--- src/nvm_seq_pkg.sv ---
/*
 * constants and carriers for the eeprom write timing sequencer.
 * assumes a 200 MHz ref_clk and a word-wide register port.
 */
package nvm_seq_pkg;
   // register indices on the plain register port
   localparam logic [3:0] ADDR_NVM_CONTROL = 4'h0;
   localparam logic [3:0] ADDR_NVM_KEY     = 4'h1;
   localparam logic [3:0] ADDR_OSC_CONTROL = 4'h2;
   localparam logic [3:0] ADDR_IRQ_STATUS  = 4'h3;
   localparam logic [3:0] ADDR_IRQ_CLEAR   = 4'h4;
   localparam logic [3:0] ADDR_IRQ_ENABLE  = 4'h5;
   localparam logic [3:0] ADDR_TRAP_FLAGS  = 4'h6;
   localparam logic [3:0] ADDR_EE_DATA     = 4'h7;

   // control register fields
   localparam int CTRL_START_BIT = 15;
   localparam int CTRL_ERR_BIT   = 13;
   localparam int CTRL_ITW_BIT   = 8;
   localparam int CTRL_OP_LSB    = 0;
   localparam int CTRL_OP_W      = 7;
   localparam logic [15:0] CTRL_WMASK = 16'h417f;

   // unlock keys
   localparam logic [15:0] KEY_FIRST  = 16'h0055;
   localparam logic [15:0] KEY_SECOND = 16'h00aa;

   // oscillator postscaler field
   localparam int OSC_POST_LSB = 6;
   localparam logic [1:0] POST_DIV1  = 2'h0;
   localparam logic [1:0] POST_DIV4  = 2'h1;
   localparam logic [1:0] POST_DIV16 = 2'h2;
   localparam logic [1:0] POST_DIV64 = 2'h3;

   // trap flag bits
   localparam int TRAP_RESET_BIT = 0;
   localparam int ADDR_ERR_BIT   = 1;

   // interrupt status bits
   localparam int EV_DONE  = 0;
   localparam int EV_ABORT = 1;
   localparam int EV_TRAP  = 2;

   // self timing of the cycle (unreliable on this silicon)
   localparam int CLK_MHZ        = 200;
   localparam int SELF_TIME_US   = 2000;
   localparam int SELF_TIME_CYC  = SELF_TIME_US * CLK_MHZ;

   typedef enum logic [2:0] {
      ST_IDLE  = 3'b001,
      ST_KEY1  = 3'b010,
      ST_ARMED = 3'b100
   } unlock_state_t;

   typedef struct packed {
      logic [3:0]  addr;
      logic [15:0] wdata;
      logic        wr;
      logic        rd;
   } reg_req_t;
endpackage
--- src/clk_postscaler.sv ---
/*
 * postscaler: makes a system tick enable dividing ref_clk by 1/4/16/64.
 * assumes the select comes from a register on the same clock.
 */
`timescale 1ns/1ps
module clk_postscaler (
   // clock and reset
   input  wire logic       ref_clk,
   input  wire logic       reset_n,
   input  wire logic       clk_en,
   // control
   input  wire logic [1:0] post_sel,
   output logic            sys_tick
);
   logic [5:0] div_reg;

   // terminal count of the divider for a setting
   function automatic logic [5:0] div_last(input logic [1:0] s);
      case (s)
         nvm_seq_pkg::POST_DIV4:  div_last = 6'h03;
         nvm_seq_pkg::POST_DIV16: div_last = 6'h0f;
         nvm_seq_pkg::POST_DIV64: div_last = 6'h3f;
         default:                 div_last = 6'h00;
      endcase
   endfunction

   // counter compares with >=, so a change at any time never strands it
   always_ff @(posedge ref_clk) begin
      if (!reset_n) begin
         div_reg  <= 6'h00;
         sys_tick <= 1'b0;
      end else if (clk_en) begin
         if (div_reg >= div_last(post_sel)) begin
            div_reg  <= 6'h00;
            sys_tick <= 1'b1;
         end else begin
            div_reg  <= div_reg + 6'h01;
            sys_tick <= 1'b0;
         end
      end
   end

   // a tick restarts the divider, so except under divide by 1 no tick may follow at once
   property p_div64;
      @(posedge ref_clk) disable iff (!reset_n)
      (clk_en && sys_tick && post_sel == nvm_seq_pkg::POST_DIV64)
      |=> !sys_tick;
   endproperty
   a_div64: assert property (p_div64)
      else $error("tick repeated under divide by 64");

   property p_div4;
      @(posedge ref_clk) disable iff (!reset_n)
      (clk_en && sys_tick && post_sel == nvm_seq_pkg::POST_DIV4)
      ##1 (clk_en && post_sel == nvm_seq_pkg::POST_DIV4) [*3]
      |-> ##1 sys_tick;
   endproperty
   a_div4: assert property (p_div4)
      else $error("divide by 4 tick missing");

   property p_div1;
      @(posedge ref_clk) disable iff (!reset_n)
      (clk_en && post_sel == nvm_seq_pkg::POST_DIV1) |=> sys_tick;
   endproperty
   a_div1: assert property (p_div1)
      else $error("undivided tick missing");

   property p_div16;
      @(posedge ref_clk) disable iff (!reset_n)
      (clk_en && sys_tick && post_sel == nvm_seq_pkg::POST_DIV16)
      ##1 (clk_en && post_sel == nvm_seq_pkg::POST_DIV16) [*8]
      |-> !sys_tick;
   endproperty
   a_div16: assert property (p_div16)
      else $error("early tick under divide by 16");
endmodule

--- src/eeprom_write_timing_sequencer.sv ---
/*
 * eeprom write/erase cycle sequencer with unlock, interrupt-terminated
 * cycles, read throttling postscaler and reset-during-programming trap.
 * assumes a cpu-side register port and an acknowledge pulse from the
 * interrupt controller on the same clock.
 */
`timescale 1ns/1ps
// Notes on behaviour
// - self timing unreliable; self-timed end only when termination bit clear
// - termination bit set: cycle ends on next acknowledged interrupt
// - start accepted only after keys 0x55 then 0xaa
// - postscaler divides system clock by 4, 16 or 64, changeable anytime
// - reset during self-programming raises an address error trap
module eeprom_write_timing_sequencer #(
   parameter int SELF_TIME_CYC = nvm_seq_pkg::SELF_TIME_CYC
) (
   // clock and reset
   input  wire logic        ref_clk,
   input  wire logic        reset_n,
   input  wire logic        clk_en,
   // register port
   input  wire logic [3:0]  reg_addr,
   input  wire logic [15:0] reg_wdata,
   input  wire logic        reg_wr,
   input  wire logic        reg_rd,
   output logic      [15:0] reg_rdata,
   // interrupt acknowledge from the cpu, and device reset cause
   input  wire logic        irq_ack,
   input  wire logic        dev_reset_req,
   // outputs
   output logic             cycle_busy,
   output logic             sys_tick,
   output logic             irq
);
   // the self timer is 31 bits wide and must count at least once
   if (SELF_TIME_CYC < 1 || SELF_TIME_CYC > 2**30) begin : g_bad_time
      $error("SELF_TIME_CYC out of range");
   end

   nvm_seq_pkg::reg_req_t req;
   assign req = '{addr: reg_addr, wdata: reg_wdata, wr: reg_wr, rd: reg_rd};

   logic [15:0] ctrl_reg;
   logic [1:0]  post_reg;
   logic [2:0]  ev_status_reg;
   logic [2:0]  ev_enable_reg;
   logic [1:0]  trap_reg;
   logic [15:0] ee_data_reg;
   logic [30:0] timer_reg;
   logic        prog_mark_reg;
   nvm_seq_pkg::unlock_state_t key_reg;

   logic start_ok;
   logic cycle_end;
   logic wr_ctrl;
   logic wr_key;
   logic sys_tick_int;

   function automatic logic hit(input nvm_seq_pkg::reg_req_t r,
                                input logic [3:0] a);
      hit = r.wr && (r.addr == a);
   endfunction

   assign wr_ctrl = hit(req, nvm_seq_pkg::ADDR_NVM_CONTROL);
   assign wr_key  = hit(req, nvm_seq_pkg::ADDR_NVM_KEY);
   assign start_ok = wr_ctrl && reg_wdata[nvm_seq_pkg::CTRL_START_BIT]
                     && key_reg == nvm_seq_pkg::ST_ARMED
                     && !ctrl_reg[nvm_seq_pkg::CTRL_START_BIT];

   // cycle end: interrupt ack when termination bit set, else own timer
   assign cycle_end = ctrl_reg[nvm_seq_pkg::CTRL_START_BIT] &&
      (ctrl_reg[nvm_seq_pkg::CTRL_ITW_BIT] ? irq_ack
       : (timer_reg >= 31'(SELF_TIME_CYC - 1)));

   // unlock sequencer: any other write to the key disarms it
   always_ff @(posedge ref_clk) begin
      if (!reset_n) begin
         key_reg <= nvm_seq_pkg::ST_IDLE;
      end else if (clk_en) begin
         if (wr_key) begin
            case (key_reg)
               nvm_seq_pkg::ST_IDLE:
                  key_reg <= (reg_wdata == nvm_seq_pkg::KEY_FIRST) ?
                     nvm_seq_pkg::ST_KEY1 : nvm_seq_pkg::ST_IDLE;
               nvm_seq_pkg::ST_KEY1:
                  key_reg <= (reg_wdata == nvm_seq_pkg::KEY_SECOND) ?
                     nvm_seq_pkg::ST_ARMED : nvm_seq_pkg::ST_IDLE;
               default:
                  key_reg <= nvm_seq_pkg::ST_IDLE;
            endcase
         end else if (wr_ctrl) begin
            key_reg <= nvm_seq_pkg::ST_IDLE; // keys are single use
         end
      end
   end

   // control register and start bit
   always_ff @(posedge ref_clk) begin
      if (!reset_n) begin
         ctrl_reg <= 16'h0000;
      end else if (clk_en) begin
         if (cycle_end) begin
            ctrl_reg[nvm_seq_pkg::CTRL_START_BIT] <= 1'b0;
         end else if (wr_ctrl && !ctrl_reg[nvm_seq_pkg::CTRL_START_BIT]) begin
            // fields are frozen while a cycle runs
            ctrl_reg <= (reg_wdata & nvm_seq_pkg::CTRL_WMASK)
                        | {start_ok, 15'h0000};
         end
      end
   end

   // self-timing counter, counts only while a cycle runs
   always_ff @(posedge ref_clk) begin
      if (!reset_n) begin
         timer_reg <= 31'h00000000;
      end else if (clk_en) begin
         // held at zero under interrupt termination, so it cannot overrun
         if (ctrl_reg[nvm_seq_pkg::CTRL_START_BIT]
             && !ctrl_reg[nvm_seq_pkg::CTRL_ITW_BIT] && !cycle_end)
            timer_reg <= timer_reg + 31'h00000001;
         else
            timer_reg <= 31'h00000000;
      end
   end

   // model of the stored word, written from the register port while no cycle runs
   always_ff @(posedge ref_clk) begin
      if (!reset_n) begin
         ee_data_reg <= 16'h0000;
      end else if (clk_en) begin
         if (hit(req, nvm_seq_pkg::ADDR_EE_DATA)
             && !ctrl_reg[nvm_seq_pkg::CTRL_START_BIT])
            ee_data_reg <= reg_wdata;
      end
   end

   // programming mark follows the start bit, cleared by the device reset request and by reset_n
   always_ff @(posedge ref_clk) begin
      if (!reset_n) begin
         prog_mark_reg <= 1'b0;
      end else if (clk_en) begin
         if (dev_reset_req)
            prog_mark_reg <= 1'b0;
         else
            prog_mark_reg <= ctrl_reg[nvm_seq_pkg::CTRL_START_BIT];
      end
   end

   // trap flags: set by reset during a running cycle, set beats clear
   always_ff @(posedge ref_clk) begin
      if (!reset_n) begin
         trap_reg <= 2'h0;
      end else if (clk_en) begin
         if (dev_reset_req && prog_mark_reg)
            trap_reg <= 2'h3;
         else if (hit(req, nvm_seq_pkg::ADDR_TRAP_FLAGS))
            trap_reg <= trap_reg & ~reg_wdata[1:0];
      end
   end

   // oscillator control postscaler field, writable at any time
   always_ff @(posedge ref_clk) begin
      if (!reset_n) begin
         post_reg <= nvm_seq_pkg::POST_DIV1;
      end else if (clk_en) begin
         if (hit(req, nvm_seq_pkg::ADDR_OSC_CONTROL))
            post_reg <= reg_wdata[nvm_seq_pkg::OSC_POST_LSB +: 2];
      end
   end

   clk_postscaler u_post (
      .ref_clk  (ref_clk),
      .reset_n  (reset_n),
      .clk_en   (clk_en),
      .post_sel (post_reg),
      .sys_tick (sys_tick_int)
   );

   // interrupt status and enable; set wins over a same-cycle clear
   always_ff @(posedge ref_clk) begin
      if (!reset_n) begin
         ev_status_reg <= 3'h0;
         ev_enable_reg <= 3'h0;
      end else if (clk_en) begin
         logic [2:0] set_v;
         logic [2:0] clr_v;
         set_v = {dev_reset_req && prog_mark_reg,
                  wr_ctrl && reg_wdata[nvm_seq_pkg::CTRL_START_BIT]
                     && !start_ok,
                  cycle_end};
         clr_v = hit(req, nvm_seq_pkg::ADDR_IRQ_CLEAR) ? reg_wdata[2:0]
                                                       : 3'h0;
         ev_status_reg <= (ev_status_reg & ~clr_v) | set_v;
         if (hit(req, nvm_seq_pkg::ADDR_IRQ_ENABLE))
            ev_enable_reg <= reg_wdata[2:0];
      end
   end

   // registered outputs and read data
   always_ff @(posedge ref_clk) begin
      if (!reset_n) begin
         reg_rdata  <= 16'h0000;
         cycle_busy <= 1'b0;
         sys_tick   <= 1'b0;
         irq        <= 1'b0;
      end else if (clk_en) begin
         cycle_busy <= ctrl_reg[nvm_seq_pkg::CTRL_START_BIT] && !cycle_end;
         sys_tick   <= sys_tick_int;
         irq        <= |(ev_status_reg & ev_enable_reg);
         if (!reg_rd)
            reg_rdata <= 16'h0000;
         else if (reg_addr == nvm_seq_pkg::ADDR_NVM_CONTROL)
            reg_rdata <= ctrl_reg;
         else if (reg_addr == nvm_seq_pkg::ADDR_OSC_CONTROL)
            reg_rdata <= {8'h00, post_reg, 6'h00};
         else if (reg_addr == nvm_seq_pkg::ADDR_IRQ_STATUS)
            reg_rdata <= {13'h0000, ev_status_reg};
         else if (reg_addr == nvm_seq_pkg::ADDR_IRQ_ENABLE)
            reg_rdata <= {13'h0000, ev_enable_reg};
         else if (reg_addr == nvm_seq_pkg::ADDR_TRAP_FLAGS)
            reg_rdata <= {14'h0000, trap_reg};
         else if (reg_addr == nvm_seq_pkg::ADDR_EE_DATA)
            reg_rdata <= ee_data_reg;
         else
            reg_rdata <= 16'h0000;
      end
   end

   property p_no_start_unarmed;
      @(posedge ref_clk) disable iff (!reset_n)
      (clk_en && wr_ctrl && key_reg != nvm_seq_pkg::ST_ARMED
       && !ctrl_reg[nvm_seq_pkg::CTRL_START_BIT])
      |=> !ctrl_reg[nvm_seq_pkg::CTRL_START_BIT];
   endproperty
   a_no_start_unarmed: assert property (p_no_start_unarmed)
      else $error("start accepted without unlock");

   property p_start_taken;
      @(posedge ref_clk) disable iff (!reset_n)
      (clk_en && start_ok) |=> ctrl_reg[nvm_seq_pkg::CTRL_START_BIT];
   endproperty
   a_start_taken: assert property (p_start_taken)
      else $error("unlocked start not taken");

   property p_ack_ends;
      @(posedge ref_clk) disable iff (!reset_n)
      (clk_en && ctrl_reg[nvm_seq_pkg::CTRL_START_BIT]
       && ctrl_reg[nvm_seq_pkg::CTRL_ITW_BIT] && irq_ack)
      |=> !ctrl_reg[nvm_seq_pkg::CTRL_START_BIT] && !cycle_busy;
   endproperty
   a_ack_ends: assert property (p_ack_ends)
      else $error("acknowledge did not end cycle");

   property p_self_time;
      @(posedge ref_clk) disable iff (!reset_n)
      timer_reg < 31'(SELF_TIME_CYC);
   endproperty
   a_self_time: assert property (p_self_time)
      else $error("self timer overran");

   property p_trap;
      @(posedge ref_clk) disable iff (!reset_n)
      (clk_en && dev_reset_req && prog_mark_reg) |=> trap_reg == 2'h3;
   endproperty
   a_trap: assert property (p_trap)
      else $error("trap not raised");

   property p_trap_status;
      @(posedge ref_clk) disable iff (!reset_n)
      (clk_en && dev_reset_req && prog_mark_reg)
      |=> ev_status_reg[nvm_seq_pkg::EV_TRAP];
   endproperty
   a_trap_status: assert property (p_trap_status)
      else $error("trap event not latched");

   property p_busy_clear;
      @(posedge ref_clk) disable iff (!reset_n)
      (clk_en && cycle_end) |=> !cycle_busy;
   endproperty
   a_busy_clear: assert property (p_busy_clear)
      else $error("busy stuck after end");

   property p_irq_level;
      @(posedge ref_clk) disable iff (!reset_n)
      (clk_en && |(ev_status_reg & ev_enable_reg)) |=> irq;
   endproperty
   a_irq_level: assert property (p_irq_level)
      else $error("enabled event without interrupt");
endmodule

--- config.mk ---
export PLATFORM = sky130hd
export DESIGN_NAME = eeprom_write_timing_sequencer
export DESIGN_NICKNAME = d
export VERILOG_FILES = /design/src/nvm_seq_pkg.sv /design/src/clk_postscaler.sv /design/src/eeprom_write_timing_sequencer.sv
export SDC_FILE = /design/constraint.sdc
export NUM_CORES = 1
export LEC_CHECK = 0
export ABC_AREA = 1
export BUFFER_PORTS_ARGS = -buffer_cell sky130_fd_sc_hd__buf_2
export CAP_MARGIN = 10
export CORE_UTILIZATION = 40
export DETAILED_ROUTE_END_ITERATION = 10
export PLACE_DENSITY = 0.6
export SETUP_SLACK_MARGIN = 0.1
export SYNTH_ARGS = -nofsm -noshare
export SYNTH_HDL_FRONTEND = slang
export SYNTH_SLANG_ARGS = --single-unit
--- constraint.sdc ---
create_clock -name ref_clk -period 1.5 [get_ports ref_clk]
set_input_delay 0.075 -clock ref_clk [delete_from_list [all_inputs] [get_ports ref_clk]]
set_output_delay 0.075 -clock ref_clk [all_outputs]
set_load 0.02 [all_outputs]
After elaboration in Yosys (flattened, before gate mapping)
Cells that the tools add are included.

storage, ports and cells
  register bits after elaboration = 103
  output and inout port bits = 19
  logic and storage cells = 102

cells by class
  $add $sub $neg = 2
  order comparisons = 2
  equality and inequality tests = 15
  muxes and demuxes = 25
  bitwise operators = 8
  reduce and logical (&&, ||, !) cells = 34

operators by type and width
  kind                   count
  $mux 16                8
  $add 31x1->31 const B  1
  $ge 31x19->1 const B   1
  $mux 31                1
  $logic_and 1x1->1      18
  $mux 6                 3
  $pmux 6 s3             1
  $eq 16x7->1 const B    1
  $eq 16x8->1 const B    1
  $eq 4x3->1 const B     4
  $or 15x16->16          1
  $mux 3                 4
  $reduce_and 2->1       6
  $eq 4x2->1 const B     2
  $add 6x1->6 const B    1
  $and 3x3->3            2
  $ge 6x6->1             1
  $mux 2                 3
  $pmux 3 s2             1
  $reduce_bool 2->1      3
  $eq 2x2->1 const B     2
  $eq 4x1->1 const B     1
  $logic_not 1->1        4
  $logic_not 4->1        1
  12 further kinds       15

Longest topological paths before layout
Gate-level depths: netlist of run 1.

  word-level depth = 8
  gate-level depth with buffers = 12
  mapped depth without buffers = 11

Modules after synthesis
A second synthesis of run 1 with hierarchy kept.

unflattened totals
  cells, all modules = 580
  area, all modules = 4307.9 µm²

modules (own cells, without submodules)
  module                         instances  cells an instance  area an instance (µm²)
  eeprom_write_timing_sequencer  1          516                3834.9
  clk_postscaler                 1          64                 473.0

Worst setup path before layout of run 1
Ideal clock, no wire load.

  path type = register to register
  from = register timer_reg[0]
  to = register timer_reg[18]
  library setup time = 0.115 ns
  arrival time = 1.340 ns
  required time = 1.385 ns
  slack = 0.046 ns
  cell stages (with the launch flop) = 10
  buffers on the path = 0
  clock period less this slack = 1.454 ns
  path through = dfxtp_1 -> ha_1 -> nand2_1 -> nor2_4 -> nand3_2 -> nor3_2 -> nand3_1 -> nor2_1 -> xnor2_1 -> nor2_1

on the way
  word-level cells in the longest chain between the ends = 6
  elaborated cells on any way between the ends = 7
  those cells by class = add/sub (1); order compare (1); mux (2); reduce/logical (3)

RTL lines
  element                   RTL line                              RTL
  start: declaration        eeprom_write_timing_sequencer.sv:49   logic [30:0] timer_reg;
  start signal: assignment  eeprom_write_timing_sequencer.sv:120  timer_reg <= timer_reg + 31'h00000001;
  $ge 31x19->1              eeprom_write_timing_sequencer.sv:73   : (timer_reg >= 31'(SELF_TIME_CYC - 1)));
  $mux 1                    eeprom_write_timing_sequencer.sv:72   (ctrl_reg[nvm_seq_pkg::CTRL_ITW_BIT] ? irq_ack
  $logic_and 1x1->1         eeprom_write_timing_sequencer.sv:71   assign cycle_end = ctrl_reg[nvm_seq_pkg::CTRL_START_BIT] &&
  $logic_not 1->1           eeprom_write_timing_sequencer.sv:119  && !ctrl_reg[nvm_seq_pkg::CTRL_ITW_BIT] && !cycle_end)
  $logic_and 1x1->1         eeprom_write_timing_sequencer.sv:119
  $mux 31 (*)               eeprom_write_timing_sequencer.sv:118  if (ctrl_reg[nvm_seq_pkg::CTRL_START_BIT]

Mark *: on every way between the ends. The rest lies on a longest branch, timed or not.
A chain may end at the register's enable or synchronous reset.

Worst setup path after layout of run 1
  from = register post_reg[1]
  to = register u_post.div_reg[1]

on the way
  word-level cells in the longest chain between the ends = 6
  elaborated cells on any way between the ends = 8
  those cells by class = order compare (1); eq/ne (3); mux (4)

RTL lines
  element                                   RTL line                              RTL
  start: declaration                        eeprom_write_timing_sequencer.sv:44   logic [1:0] post_reg;
  start signal: assignment                  eeprom_write_timing_sequencer.sv:164  post_reg <= nvm_seq_pkg::POST_DIV1;
  start signal: assignment                  eeprom_write_timing_sequencer.sv:167  post_reg <= reg_wdata[nvm_seq_pkg::OSC_POST_LSB +: 2];
  $eq 2x2->1 or $eq 2x1->1 (tied branches)  clk_postscaler.sv:19                  case (s)
  $pmux 6 s3 (*)                            clk_postscaler.sv:19
  $mux 6 (*)                                clk_postscaler.sv:32                  end else if (clk_en) begin
  $mux 6 (*)                                clk_postscaler.sv:29                  if (!reset_n) begin
  $ge 6x6->1 (*)                            clk_postscaler.sv:33                  if (div_reg >= div_last(post_sel)) begin
  $mux 6 (*)                                clk_postscaler.sv:33
  end signal: assignment                    clk_postscaler.sv:37                  div_reg <= div_reg + 6'h01;
  end: declaration                          clk_postscaler.sv:15                  logic [5:0] div_reg;

Mark *: on every way between the ends. The rest lies on a longest branch, timed or not. The select of a mux whose other input is x is not followed.

==> impl_metrics.env, run 1 <==
export IMPL_die_area_um2=11200
export IMPL_worst_path_most_repeated_cell="nor2_1"
export IMPL_top_usage_layer="met2"
export IMPL_drt_total_wl_um=11000
export IMPL_skew_ns=0.0112
export IMPL_crit_start="post_reg[1]"
export IMPL_synth_top_cell_area_share_pct=45.1
export IMPL_timing_final_max_slew_violations=0
export IMPL_critical_path_max_stage_delay_ns=0.38
export IMPL_instances_no_fill=802
export IMPL_worst_r2r_startpoint="post_reg[1]"
export IMPL_post_dp_hpwl_um=7690
export IMPL_floorplan_io_pins=46
export IMPL_drt_drc_violations_left=0
export IMPL_globalRouteMet2Util_pct=34.6
export IMPL_critical_path_cell_chain="nor2_4 -> ha_4 -> inv_1 -> nor2_1 -> o211ai_1 -> nand3_2 -> nor2_1 -> nand2_1 -> a21oi_1"
export IMPL_final_critical_path_share_of_the_clock_period_pct=105
export IMPL_irDropWorstVdd_v=0.000669
export IMPL_critPathKind="reg -> reg"
export IMPL_r2r_slack_ns=-0.08
export IMPL_synthesis_nets=616
export IMPL_initial_antenna_violation_count=0
export IMPL_worstSetupStartpointType="register"
export IMPL_detail_route_antenna_nets=0
export IMPL_placed_cells_incl_taps=763
export IMPL_final_net_count=696
export IMPL_critical_path_arrival_ns=1.89
export IMPL_synthDistinctLibCells=39
export IMPL_grt_first_pass_wirelength_um=18100
export IMPL_effective_utilization_at_floorplan_pct=41.6
export IMPL_rows=37
export IMPL_cell_type_contributing_the_most_total_cell_area_after_synthesis="dfxtp_1"
export IMPL_num_vias=4015
export IMPL_ys_ff_latch=97
export IMPL_most_frequent_cells_in_the_layout="nand2_1 (92), dfxtp_1 (85), nor2_1 (63)"
export IMPL_antennaDiodeCount=0
export IMPL_hold_path_cell_count=3
export IMPL_unrepaired_setup_endpoints_after_global_routing="true"
export IMPL_syn_area_per_cell_um2=7.42
export IMPL_final_seq_area_um2=1970
export IMPL_vias_cell=5.01
export IMPL_multi_input_area_um2=2310
export IMPL_worst_hold_path_type="in -> reg"
export IMPL_cpMaxStageDelayCell="dfxtp_4"
export IMPL_die_height_um=106
export IMPL_netlist_instances=581
export IMPL_critical_path_endpoint_type="register"
export IMPL_cts_buffers_inserted=9
export IMPL_hp_start="reg_wdata[2]"
export IMPL_worst_slew_pin_slew_ns=0.465
export IMPL_drt_pass1_iter_count=5
export IMPL_setup_viol=8
export IMPL_timing_max_cap_violations=0
export IMPL_static_leak_nw=2.24
export IMPL_globalRouteTotalUtil_pct=20.5
export IMPL_maxClockFrequency_ghz=0.632
export IMPL_finalHoldViolations=0
export IMPL_cts_clk_slew_worst_paths_ns=0.10
export IMPL_syn_cell_area_um2=4310
export IMPL_tritoncts_clock_tree="yes"
export IMPL_cell_family_with_most_cp_delay="simple AND/OR/NAND/NOR gates"
export IMPL_dominantRegCellSynth="dfxtp_1"
export IMPL_min_clock_period_post_route_ns=1.58
export IMPL_worstRegToRegCells=9
export IMPL_clock_path_buffers=2
export IMPL_syn2layout_area_growth_pct=27.7
export IMPL_drive_above_1_share_pct=27.5
export IMPL_post_synth_main_area_contributors="dfxtp_1 (45%), nand2_1 (9.0%), nor2_1 (7.0%), a21oi_1 (6.3%), inv_1 (5.5%)"
export IMPL_routedWlPerCell_um=13.8
export IMPL_status="finished, violations left"
export IMPL_fillers=1014
export IMPL_grt_overflow_total=0
export IMPL_synth_seq_area_share_pct=45.1
export IMPL_cts_root_buffer="clkbuf_8"
export IMPL_largest_net_degree_at_the_start_of_global_routing=40
export IMPL_synth_enable_flop_cells=0
export IMPL_buffer_ports_inserted=45
export IMPL_number_of_global_route_vias_before_repair=3823
export IMPL_clock_tree_htree_level_count=3
export IMPL_die_x_um=106
export IMPL_design_core_area_um2=10400
export IMPL_clock_sinks=97
export IMPL_timing_final_ws_setup_ns=-0.0818
export IMPL_power_per_cell_area_nw_per_um2=866
export IMPL_grt_util_met1_pct=26.4
export IMPL_detailedRoute_firstIterationViolations=201
export IMPL_failing_checks="setup timing"
export IMPL_cp_num_buf_inv=1
export IMPL_worstPathMaxFanout=3
export IMPL_largest_register_ff_count=31
export IMPL_synthArstFlopShare_pct=0
export IMPL_mostFrequentLayoutCell="nand2_1"
export IMPL_global_route_usage_met3_pct=3.77
export IMPL_hold_path_endpoint="ev_enable_reg[2]"
export IMPL_wp_data_required_ns=1.81
export IMPL_critical_register_to_register_path_endpoint="u_post.div_reg[1]"
export IMPL_yosys_warnings=0
export IMPL_gp_congestion=0.860
export IMPL_fin_setup_tns_ns=-0.377
export IMPL_clkLatencyLatePin_ns=0.37
export IMPL_power_mw=4.76
export IMPL_worst_slew_margin_rel_pct=69.0
==> report_power, final <==
group	switching [mW]	internal, mW
Combinational	0.218	0.123
Sequential	0.0116	2.59
Clock	1.02	0.806
==> synth_stat cells (2+ instances only) <==
cell type,instances
nand4_1,10
a31oi_1,2
nor3_1,11
inv_2,3
o22ai_1,6
buf_2,3
inv_1,63
xor2_1,12
o21ai_0,43
a21oi_1,54
nand3_1,30
nand2_2,5
nor2_2,3
buf_1,5
nor2_4,3
buf_6,2
nand2_1,103
o211ai_1,5
o31ai_1,3
nor2_1,80
dfxtp_1,97
or2_2,2
xnor2_1,4
clkbuf_1,9
ha_1,8
nand2_4,2
==> stage by stage <==
stage | util [%] | area [um2] | setup slack (ns) | hold WS [ns]
6_report | 53.1 | 5500 | -0.0818 | 0.0146
5_1_grt | 53.1 | 5500 | -0.199 | 0.00465
4_1_cts | 50.6 | 5240 | -0.00163 | 0.00132
3_5_place_dp | 46.3 | 4800 | -0.0212 | 0.349
3_3_place_gp | 46.3 | 4800 | 0.0137 | 0.342
2_1_floorplan | - | 4320 | 0.0730 | 0.210
==> timing repair <==
item	CTS	global route
setup endpoints to repair	26	29
gates cloned	2	0
resized for setup	17	59
endpoints found under the hold margin	8	0
hold buffers	8	0
pin swaps	6	12
setup buffers	9	6
==> logic make-up after synthesis <==
logic type | share of synthesized area [%]
buffers and inverters | 8.01
and+or+nand+nor | 26.3
adders and majority gates | 2.32
DFF | 45.1
xor gates and xnor gates | 3.25
AOI/OAI and AO/OA | 15.0
==> tightest hold or removal path: cells and delay by family <==
kind            cells  cell delay (ns)
compound gates      1             0.06
buf+inv             1             0.13
simple gates        1             0.08
==> cell type report <==
type,count,share of cell area (%)
flip-flops and latches,97,35.8
repair buffers,87,10.9
clock inverters,7,1.55
inverters,66,4.57
well taps,136,3.09
clock buffers,9,2.25
multi-input cells,400,41.9
==> worst max-delay path by stage <==
stage,cells past startpoint,slack (ns),to
after floorplan,9,0.07,timer_reg[18]
after global placement,11,0.01,timer_reg[17]
after detailed placement,9,-0.02,u_post.div_reg[2]
after CTS,11,-0.002,timer_reg[0]
after global routing,9,-0.20,u_post.div_reg[1]
final,9,-0.08,u_post.div_reg[1]
==> metal layers <==
metal	share of wire, %	vias to the layer above
met1	46	1866
met3	3.9	13
met5	0	-
li1	-	2060
met2	49	76
met4	1.4	0
Note: power is estimated with default switching activity, not from simulation.
==> inputs of run 2 (changes only) <==
--- a/config.mk
+++ b/config.mk
@@ -7,11 +7,13 @@
 export LEC_CHECK = 0
 export ABC_AREA = 1
 export BUFFER_PORTS_ARGS = -buffer_cell sky130_fd_sc_hd__buf_2
-export CAP_MARGIN = 10
+export CAP_MARGIN = 20
 export CORE_UTILIZATION = 40
 export DETAILED_ROUTE_END_ITERATION = 10
 export PLACE_DENSITY = 0.6
+export RECOVER_POWER = 100
 export SETUP_SLACK_MARGIN = 0.1
+export SKIP_LAST_GASP = 1
 export SYNTH_ARGS = -nofsm -noshare
 export SYNTH_HDL_FRONTEND = slang
 export SYNTH_SLANG_ARGS = --single-unit
==> run 2 against run 1 <==
The flow still finishes with violations (setup timing). Utilization unchanged. Count of clock-buffer cells in the layout did not move. Wire length fell by 0.23%. Combinational power is essentially flat. First-iteration DRC count rose by 12%. Critical endpoint unchanged. Largest power group unchanged. Clock skew about the same. Clock power about the same. Sequential cell count unchanged. Cell area is the same. Sequential share of layout area stayed put. Register-to-register slack hardly changed.
==> impl_metrics.env, run 2 (same netlist as run 1, synthesis figures left out) <==
export IMPL_critPathKind="reg -> reg"
export IMPL_grt_first_pass_wirelength_um=18100
export IMPL_final_critical_path_share_of_the_clock_period_pct=105
export IMPL_skew_ns=0.0114
export IMPL_buffer_ports_inserted=45
export IMPL_detail_route_antenna_nets=0
export IMPL_drive_above_1_share_pct=27.0
export IMPL_timing_final_max_slew_violations=0
export IMPL_status="finished, violations left"
export IMPL_effective_utilization_at_floorplan_pct=41.6
export IMPL_timing_final_ws_setup_ns=-0.0763
export IMPL_antennaDiodeCount=0
export IMPL_floorplan_io_pins=46
export IMPL_worstRegToRegCells=9
export IMPL_clkLatencyLatePin_ns=0.38
export IMPL_grt_overflow_total=0
export IMPL_number_of_global_route_vias_before_repair=3815
export IMPL_static_leak_nw=2.24
export IMPL_wp_data_required_ns=1.82
export IMPL_failing_checks="setup timing"
export IMPL_gp_congestion=0.860
export IMPL_setup_viol=9
export IMPL_cts_clk_slew_worst_paths_ns=0.10
export IMPL_die_height_um=106
export IMPL_design_core_area_um2=10400
export IMPL_unrepaired_setup_endpoints_after_global_routing="true"
export IMPL_die_area_um2=11200
export IMPL_power_per_cell_area_nw_per_um2=866
export IMPL_post_dp_hpwl_um=7690
export IMPL_critical_path_endpoint_type="register"
export IMPL_min_clock_period_post_route_ns=1.58
export IMPL_drt_total_wl_um=11000
export IMPL_mostFrequentLayoutCell="nand2_1"
export IMPL_detailedRoute_firstIterationViolations=226
export IMPL_clock_path_buffers=2
export IMPL_drt_drc_violations_left=0
export IMPL_finalHoldViolations=0
export IMPL_final_area_um2=5500
export IMPL_most_frequent_cells_in_the_layout="nand2_1 (92), dfxtp_1 (85), nor2_1 (65)"
export IMPL_worst_slew_margin_rel_pct=68.7
export IMPL_dpl_cell_area_um2=4800
export IMPL_final_net_count=696
export IMPL_timing_max_cap_violations=0
export IMPL_placed_cells_incl_taps=763
export IMPL_cts_buffers_inserted=9
export IMPL_worstSetupStartpointType="register"
export IMPL_globalRouteTotalUtil_pct=20.5
export IMPL_vias_cell=4.95
export IMPL_cts_root_buffer="clkbuf_8"
export IMPL_syn2layout_area_growth_pct=27.7
export IMPL_tritoncts_clock_tree="yes"
export IMPL_largest_register_ff_count=31
export IMPL_num_vias=3966
export IMPL_worst_hold_path_type="in -> reg"
export IMPL_instances_no_fill=802
export IMPL_worst_slew_pin_slew_ns=0.468
export IMPL_drt_pass1_iter_count=4
export IMPL_irDropWorstVdd_v=0.000670
export IMPL_largest_net_degree_at_the_start_of_global_routing=40
export IMPL_clock_sinks=97
export IMPL_routedWlPerCell_um=13.7
export IMPL_die_x_um=106
export IMPL_worstPathMaxFanout=3
export IMPL_hold_path_cell_count=3
export IMPL_critical_path_arrival_ns=1.90
export IMPL_initial_antenna_violation_count=0
export IMPL_clock_tree_htree_level_count=3
export IMPL_maxClockFrequency_ghz=0.634
export IMPL_rows=37
-- run 2: layout make-up --
cell class	instances	area [um2]
fillers	1012	4870
multi-input cells	400	2300
clock inverters	7	85.1
inverters	66	251
flip-flops and latches	97	1970
well taps	136	170
repair buffers	87	602
clock buffers	9	124
-- run 2: repair_timing --
| action | CTS | global route |
|---|---|---|
| endpoints found under the hold margin | 8 | 0 |
| pin swaps | 5 | 15 |
| gates cloned | 2 | 0 |
| buffers inserted | 9 | 6 |
| hold buffers | 8 | 0 |
| gates resized for setup | 14 | 61 |
| endpoints found under the setup margin | 26 | 29 |
-- run 2: critical path, cell delays in order, from the launching register on --
cell and delay, ns:
dfxtp_4 0.38, nor2_4 0.14, ha_4 0.21, inv_1 0.05, nor2_1 0.04, o211ai_1 0.26, nand3_2 0.15, nor2_1 0.11
nand2_1 0.06, a21oi_1 0.12
-- run 2: where the power goes --
| part | switching, mW | internal (mW) | leakage, nW | total (mW) |
|---|---|---|---|---|
| clock network | 1.02 | 0.806 | 0.100 | 1.82 |
| registers | 0.0116 | 2.59 | 0.790 | 2.60 |
| logic | 0.217 | 0.123 | 1.35 | 0.340 |
| total | 1.25 | 3.52 | 2.24 | 4.76 |
-- run 2: worst paths after layout --
kind / start / to / slack, ns
max reg2reg: post_reg[1] / u_post.div_reg[1] / -0.08
min: reg_wdata[2] / ev_enable_reg[2] / 0.007
max: post_reg[1] / u_post.div_reg[1] / -0.08
min reg2reg: timer_reg[20] / timer_reg[20] / 0.43
-- run 2: layer usage --
layer  wire, um  global-route usage, %
met1       5150                   26.3
met4        139                   6.25
met2       5390                   34.6
met5          0                      0
met3        338                   3.77
-- run 2: through the flow --
step / utilization, % / power (mW) / worst slack [ns] / hold WS, ns / setup TNS, ns
after floorplan: - / 2.82 / 0.0730 / 0.210 / 0
after global placement: 46.3 / 2.94 / 0.0137 / 0.342 / 0
after detailed placement: 46.3 / 2.95 / -0.0212 / 0.349 / -0.0673
after CTS: 50.5 / 4.80 / -0.00163 / 0.00132 / -0.00163
after global routing: 53.1 / 4.97 / -0.173 / 0.00465 / -2.38
final: 53.1 / 4.76 / -0.0763 / 0.00693 / -0.369
==> inputs of run 3 (changes only) <==
--- a/config.mk
+++ b/config.mk
@@ -10,7 +10,7 @@
 export CAP_MARGIN = 20
 export CORE_UTILIZATION = 40
 export DETAILED_ROUTE_END_ITERATION = 10
-export PLACE_DENSITY = 0.6
+export PLACE_DENSITY = 0.72
 export RECOVER_POWER = 100
 export SETUP_SLACK_MARGIN = 0.1
 export SKIP_LAST_GASP = 1
==> run 3 against run 2 <==
The run still ends with setup timing left. Maximum frequency up 1.0%. Via count up 3.4%. Count of clock-buffer cells in the layout up 1. Clock power down 8%. Critical path depth up 2. Sequential cell count unchanged. Cell area down 3.3%. First-iteration DRC count down 1.3%. Utilization down 1.7 points. Combinational power down 6.2%. Total power down 3.6%. Hold slack better by 0.020 ns. Critical path type unchanged.
==> impl_metrics.env, run 3 (same netlist as run 1, synthesis figures left out) <==
export IMPL_gp_congestion=0.879
export IMPL_final_net_count=696
export IMPL_drt_pass1_iter_count=7
export IMPL_num_vias=4100
export IMPL_grt_overflow_total=0
export IMPL_syn2layout_area_growth_pct=23.5
export IMPL_die_area_um2=11200
export IMPL_unrepaired_setup_endpoints_after_global_routing="true"
export IMPL_skew_ns=0.00988
export IMPL_drt_total_wl_um=10700
export IMPL_clock_path_buffers=2
export IMPL_most_frequent_cells_in_the_layout="nand2_1 (94), dfxtp_1 (85), nor2_1 (63)"
export IMPL_static_leak_nw=2.20
export IMPL_critPathKind="reg -> reg"
export IMPL_final_hold_worst_slack_ns=0.0274
export IMPL_worstSetupStartpointType="register"
export IMPL_critical_path_arrival_ns=1.86
export IMPL_tritoncts_clock_tree="yes"
export IMPL_worstRegToRegCells=11
export IMPL_design_core_area_um2=10400
export IMPL_timing_final_ws_setup_ns=-0.0600
export IMPL_min_clock_period_post_route_ns=1.56
export IMPL_grt_first_pass_wirelength_um=17400
export IMPL_mostFrequentLayoutCell="nand2_1"
export IMPL_largest_net_degree_at_the_start_of_global_routing=30
export IMPL_final_critical_path_share_of_the_clock_period_pct=104
export IMPL_buffer_ports_inserted=45
export IMPL_die_x_um=106
export IMPL_die_height_um=106
export IMPL_clkLatencyLatePin_ns=0.37
export IMPL_wp_data_required_ns=1.80
export IMPL_worst_hold_path_type="in -> reg"
export IMPL_power_per_cell_area_nw_per_um2=863
export IMPL_irDropWorstVdd_v=0.000500
export IMPL_detailedRoute_firstIterationViolations=223
export IMPL_cts_buffers_inserted=9
export IMPL_fraction_of_the_core_area_covered_by_cells_at_the_end_of_the_flow_pct=51.3
export IMPL_clock_tree_htree_level_count=3
export IMPL_maxClockFrequency_ghz=0.641
export IMPL_worstPathMaxFanout=4
export IMPL_initial_antenna_violation_count=0
export IMPL_worst_slew_margin_rel_pct=69.6
export IMPL_drt_drc_violations_left=0
export IMPL_hold_path_cell_count=3
export IMPL_post_dp_hpwl_um=7540
export IMPL_largest_register_ff_count=31
export IMPL_effective_utilization_at_floorplan_pct=41.6
export IMPL_clock_sinks=97
export IMPL_number_of_global_route_vias_before_repair=3831
export IMPL_rows=37
export IMPL_cts_root_buffer="clkbuf_8"
export IMPL_cts_clk_slew_worst_paths_ns=0.09
export IMPL_finalHoldViolations=0
export IMPL_timing_final_max_slew_violations=0
export IMPL_critical_path_endpoint_type="register"
export IMPL_floorplan_io_pins=46
export IMPL_globalRouteTotalUtil_pct=19.6
export IMPL_antennaDiodeCount=0
export IMPL_worst_slew_pin_slew_ns=0.456
export IMPL_failing_checks="setup timing"
export IMPL_fillers=1024
export IMPL_status="finished, violations left"
export IMPL_detail_route_antenna_nets=0
export IMPL_routedWlPerCell_um=13.4
export IMPL_setup_viol=18
export IMPL_vias_cell=5.11
export IMPL_drive_above_1_share_pct=25.2
export IMPL_timing_max_cap_violations=0
[run 3: cell types whose count changed in the layout (fill, tap and decap cells not counted), sizes merged]
cell / previous run / this run
dlygate4sd3: 8 / 7
inv: 69 / 66
clkbuf: 9 / 10
clkinv: 0 / 4
nand2: 112 / 113
clkinvlp: 3 / 1
[run 3: report_power, final]
part / switching, mW / total [mW] / internal, mW
logic: 0.210 / 0.319 / 0.109
clock network: 0.901 / 1.68 / 0.777
registers: 0.0109 / 2.59 / 2.58
[run 3: final cells by class]
type / count / area [um2] / share of cell area (%)
well taps: 136 / 170 / 3.20
clock buffers: 10 / 128 / 2.40
inverters: 66 / 248 / 4.65
flip-flops and latches: 97 / 1970 / 37.0
repair buffers: 86 / 551 / 10.3
clock inverters: 6 / 68.8 / 1.29
multi-input cells: 401 / 2190 / 41.1
[run 3: per-stage QoR]
step / power [mW] / cell area [um2] / setup TNS [ns] / setup WS (ns) / instances
after floorplan: 2.82 / 4320 / 0 / 0.0730 / 581
after detailed placement: 2.94 / 4800 / -0.0493 / -0.0243 / 766
after CTS: 4.63 / 5180 / -0.00238 / -0.00238 / 797
after global placement: 2.94 / 4800 / 0 / 0.0386 / 766
after global routing: 4.79 / 5320 / -3.66 / -0.176 / 802
final: 4.59 / 5320 / -0.519 / -0.0600 / 802
[run 3: what timing repair did]
| item | CTS | global route |
|---|---|---|
| gates cloned | 2 | 1 |
| pin swaps | 5 | 17 |
| hold buffers | 7 | 0 |
| resized for setup | 14 | 40 |
| setup buffers | 6 | 4 |
| hold endpoints to repair | 7 | 0 |
| setup endpoints to repair | 24 | 29 |
[run 3: critical path, cell delays in order (launching register included)]
cell and delay [ns]:
dfxtp_4 0.37, nand2_4 0.08, nor2_4 0.05, nand2_4 0.08, nand2_2 0.05, nand2_2 0.07
nand3_2 0.07, nand2_2 0.09, nand2_4 0.06, o21ai_4 0.30, nand2_2 0.15, nor2_1 0.12
[run 3: final timing paths]
kind,startpoint,to,slack [ns]
setup / recovery,timer_reg[4],timer_reg[4],-0.06
hold / removal,reg_wdata[2],ev_enable_reg[2],0.03
setup reg to reg,timer_reg[4],timer_reg[4],-0.06
hold reg to reg,timer_reg[19],timer_reg[19],0.44
[run 3: metal layers]
metal | part of all wire [%] | GRT usage, %
met5 | 0 | 0
met4 | 2.6 | 6.65
met3 | 5.5 | 4.89
met2 | 48 | 32.4
met1 | 44 | 24.8
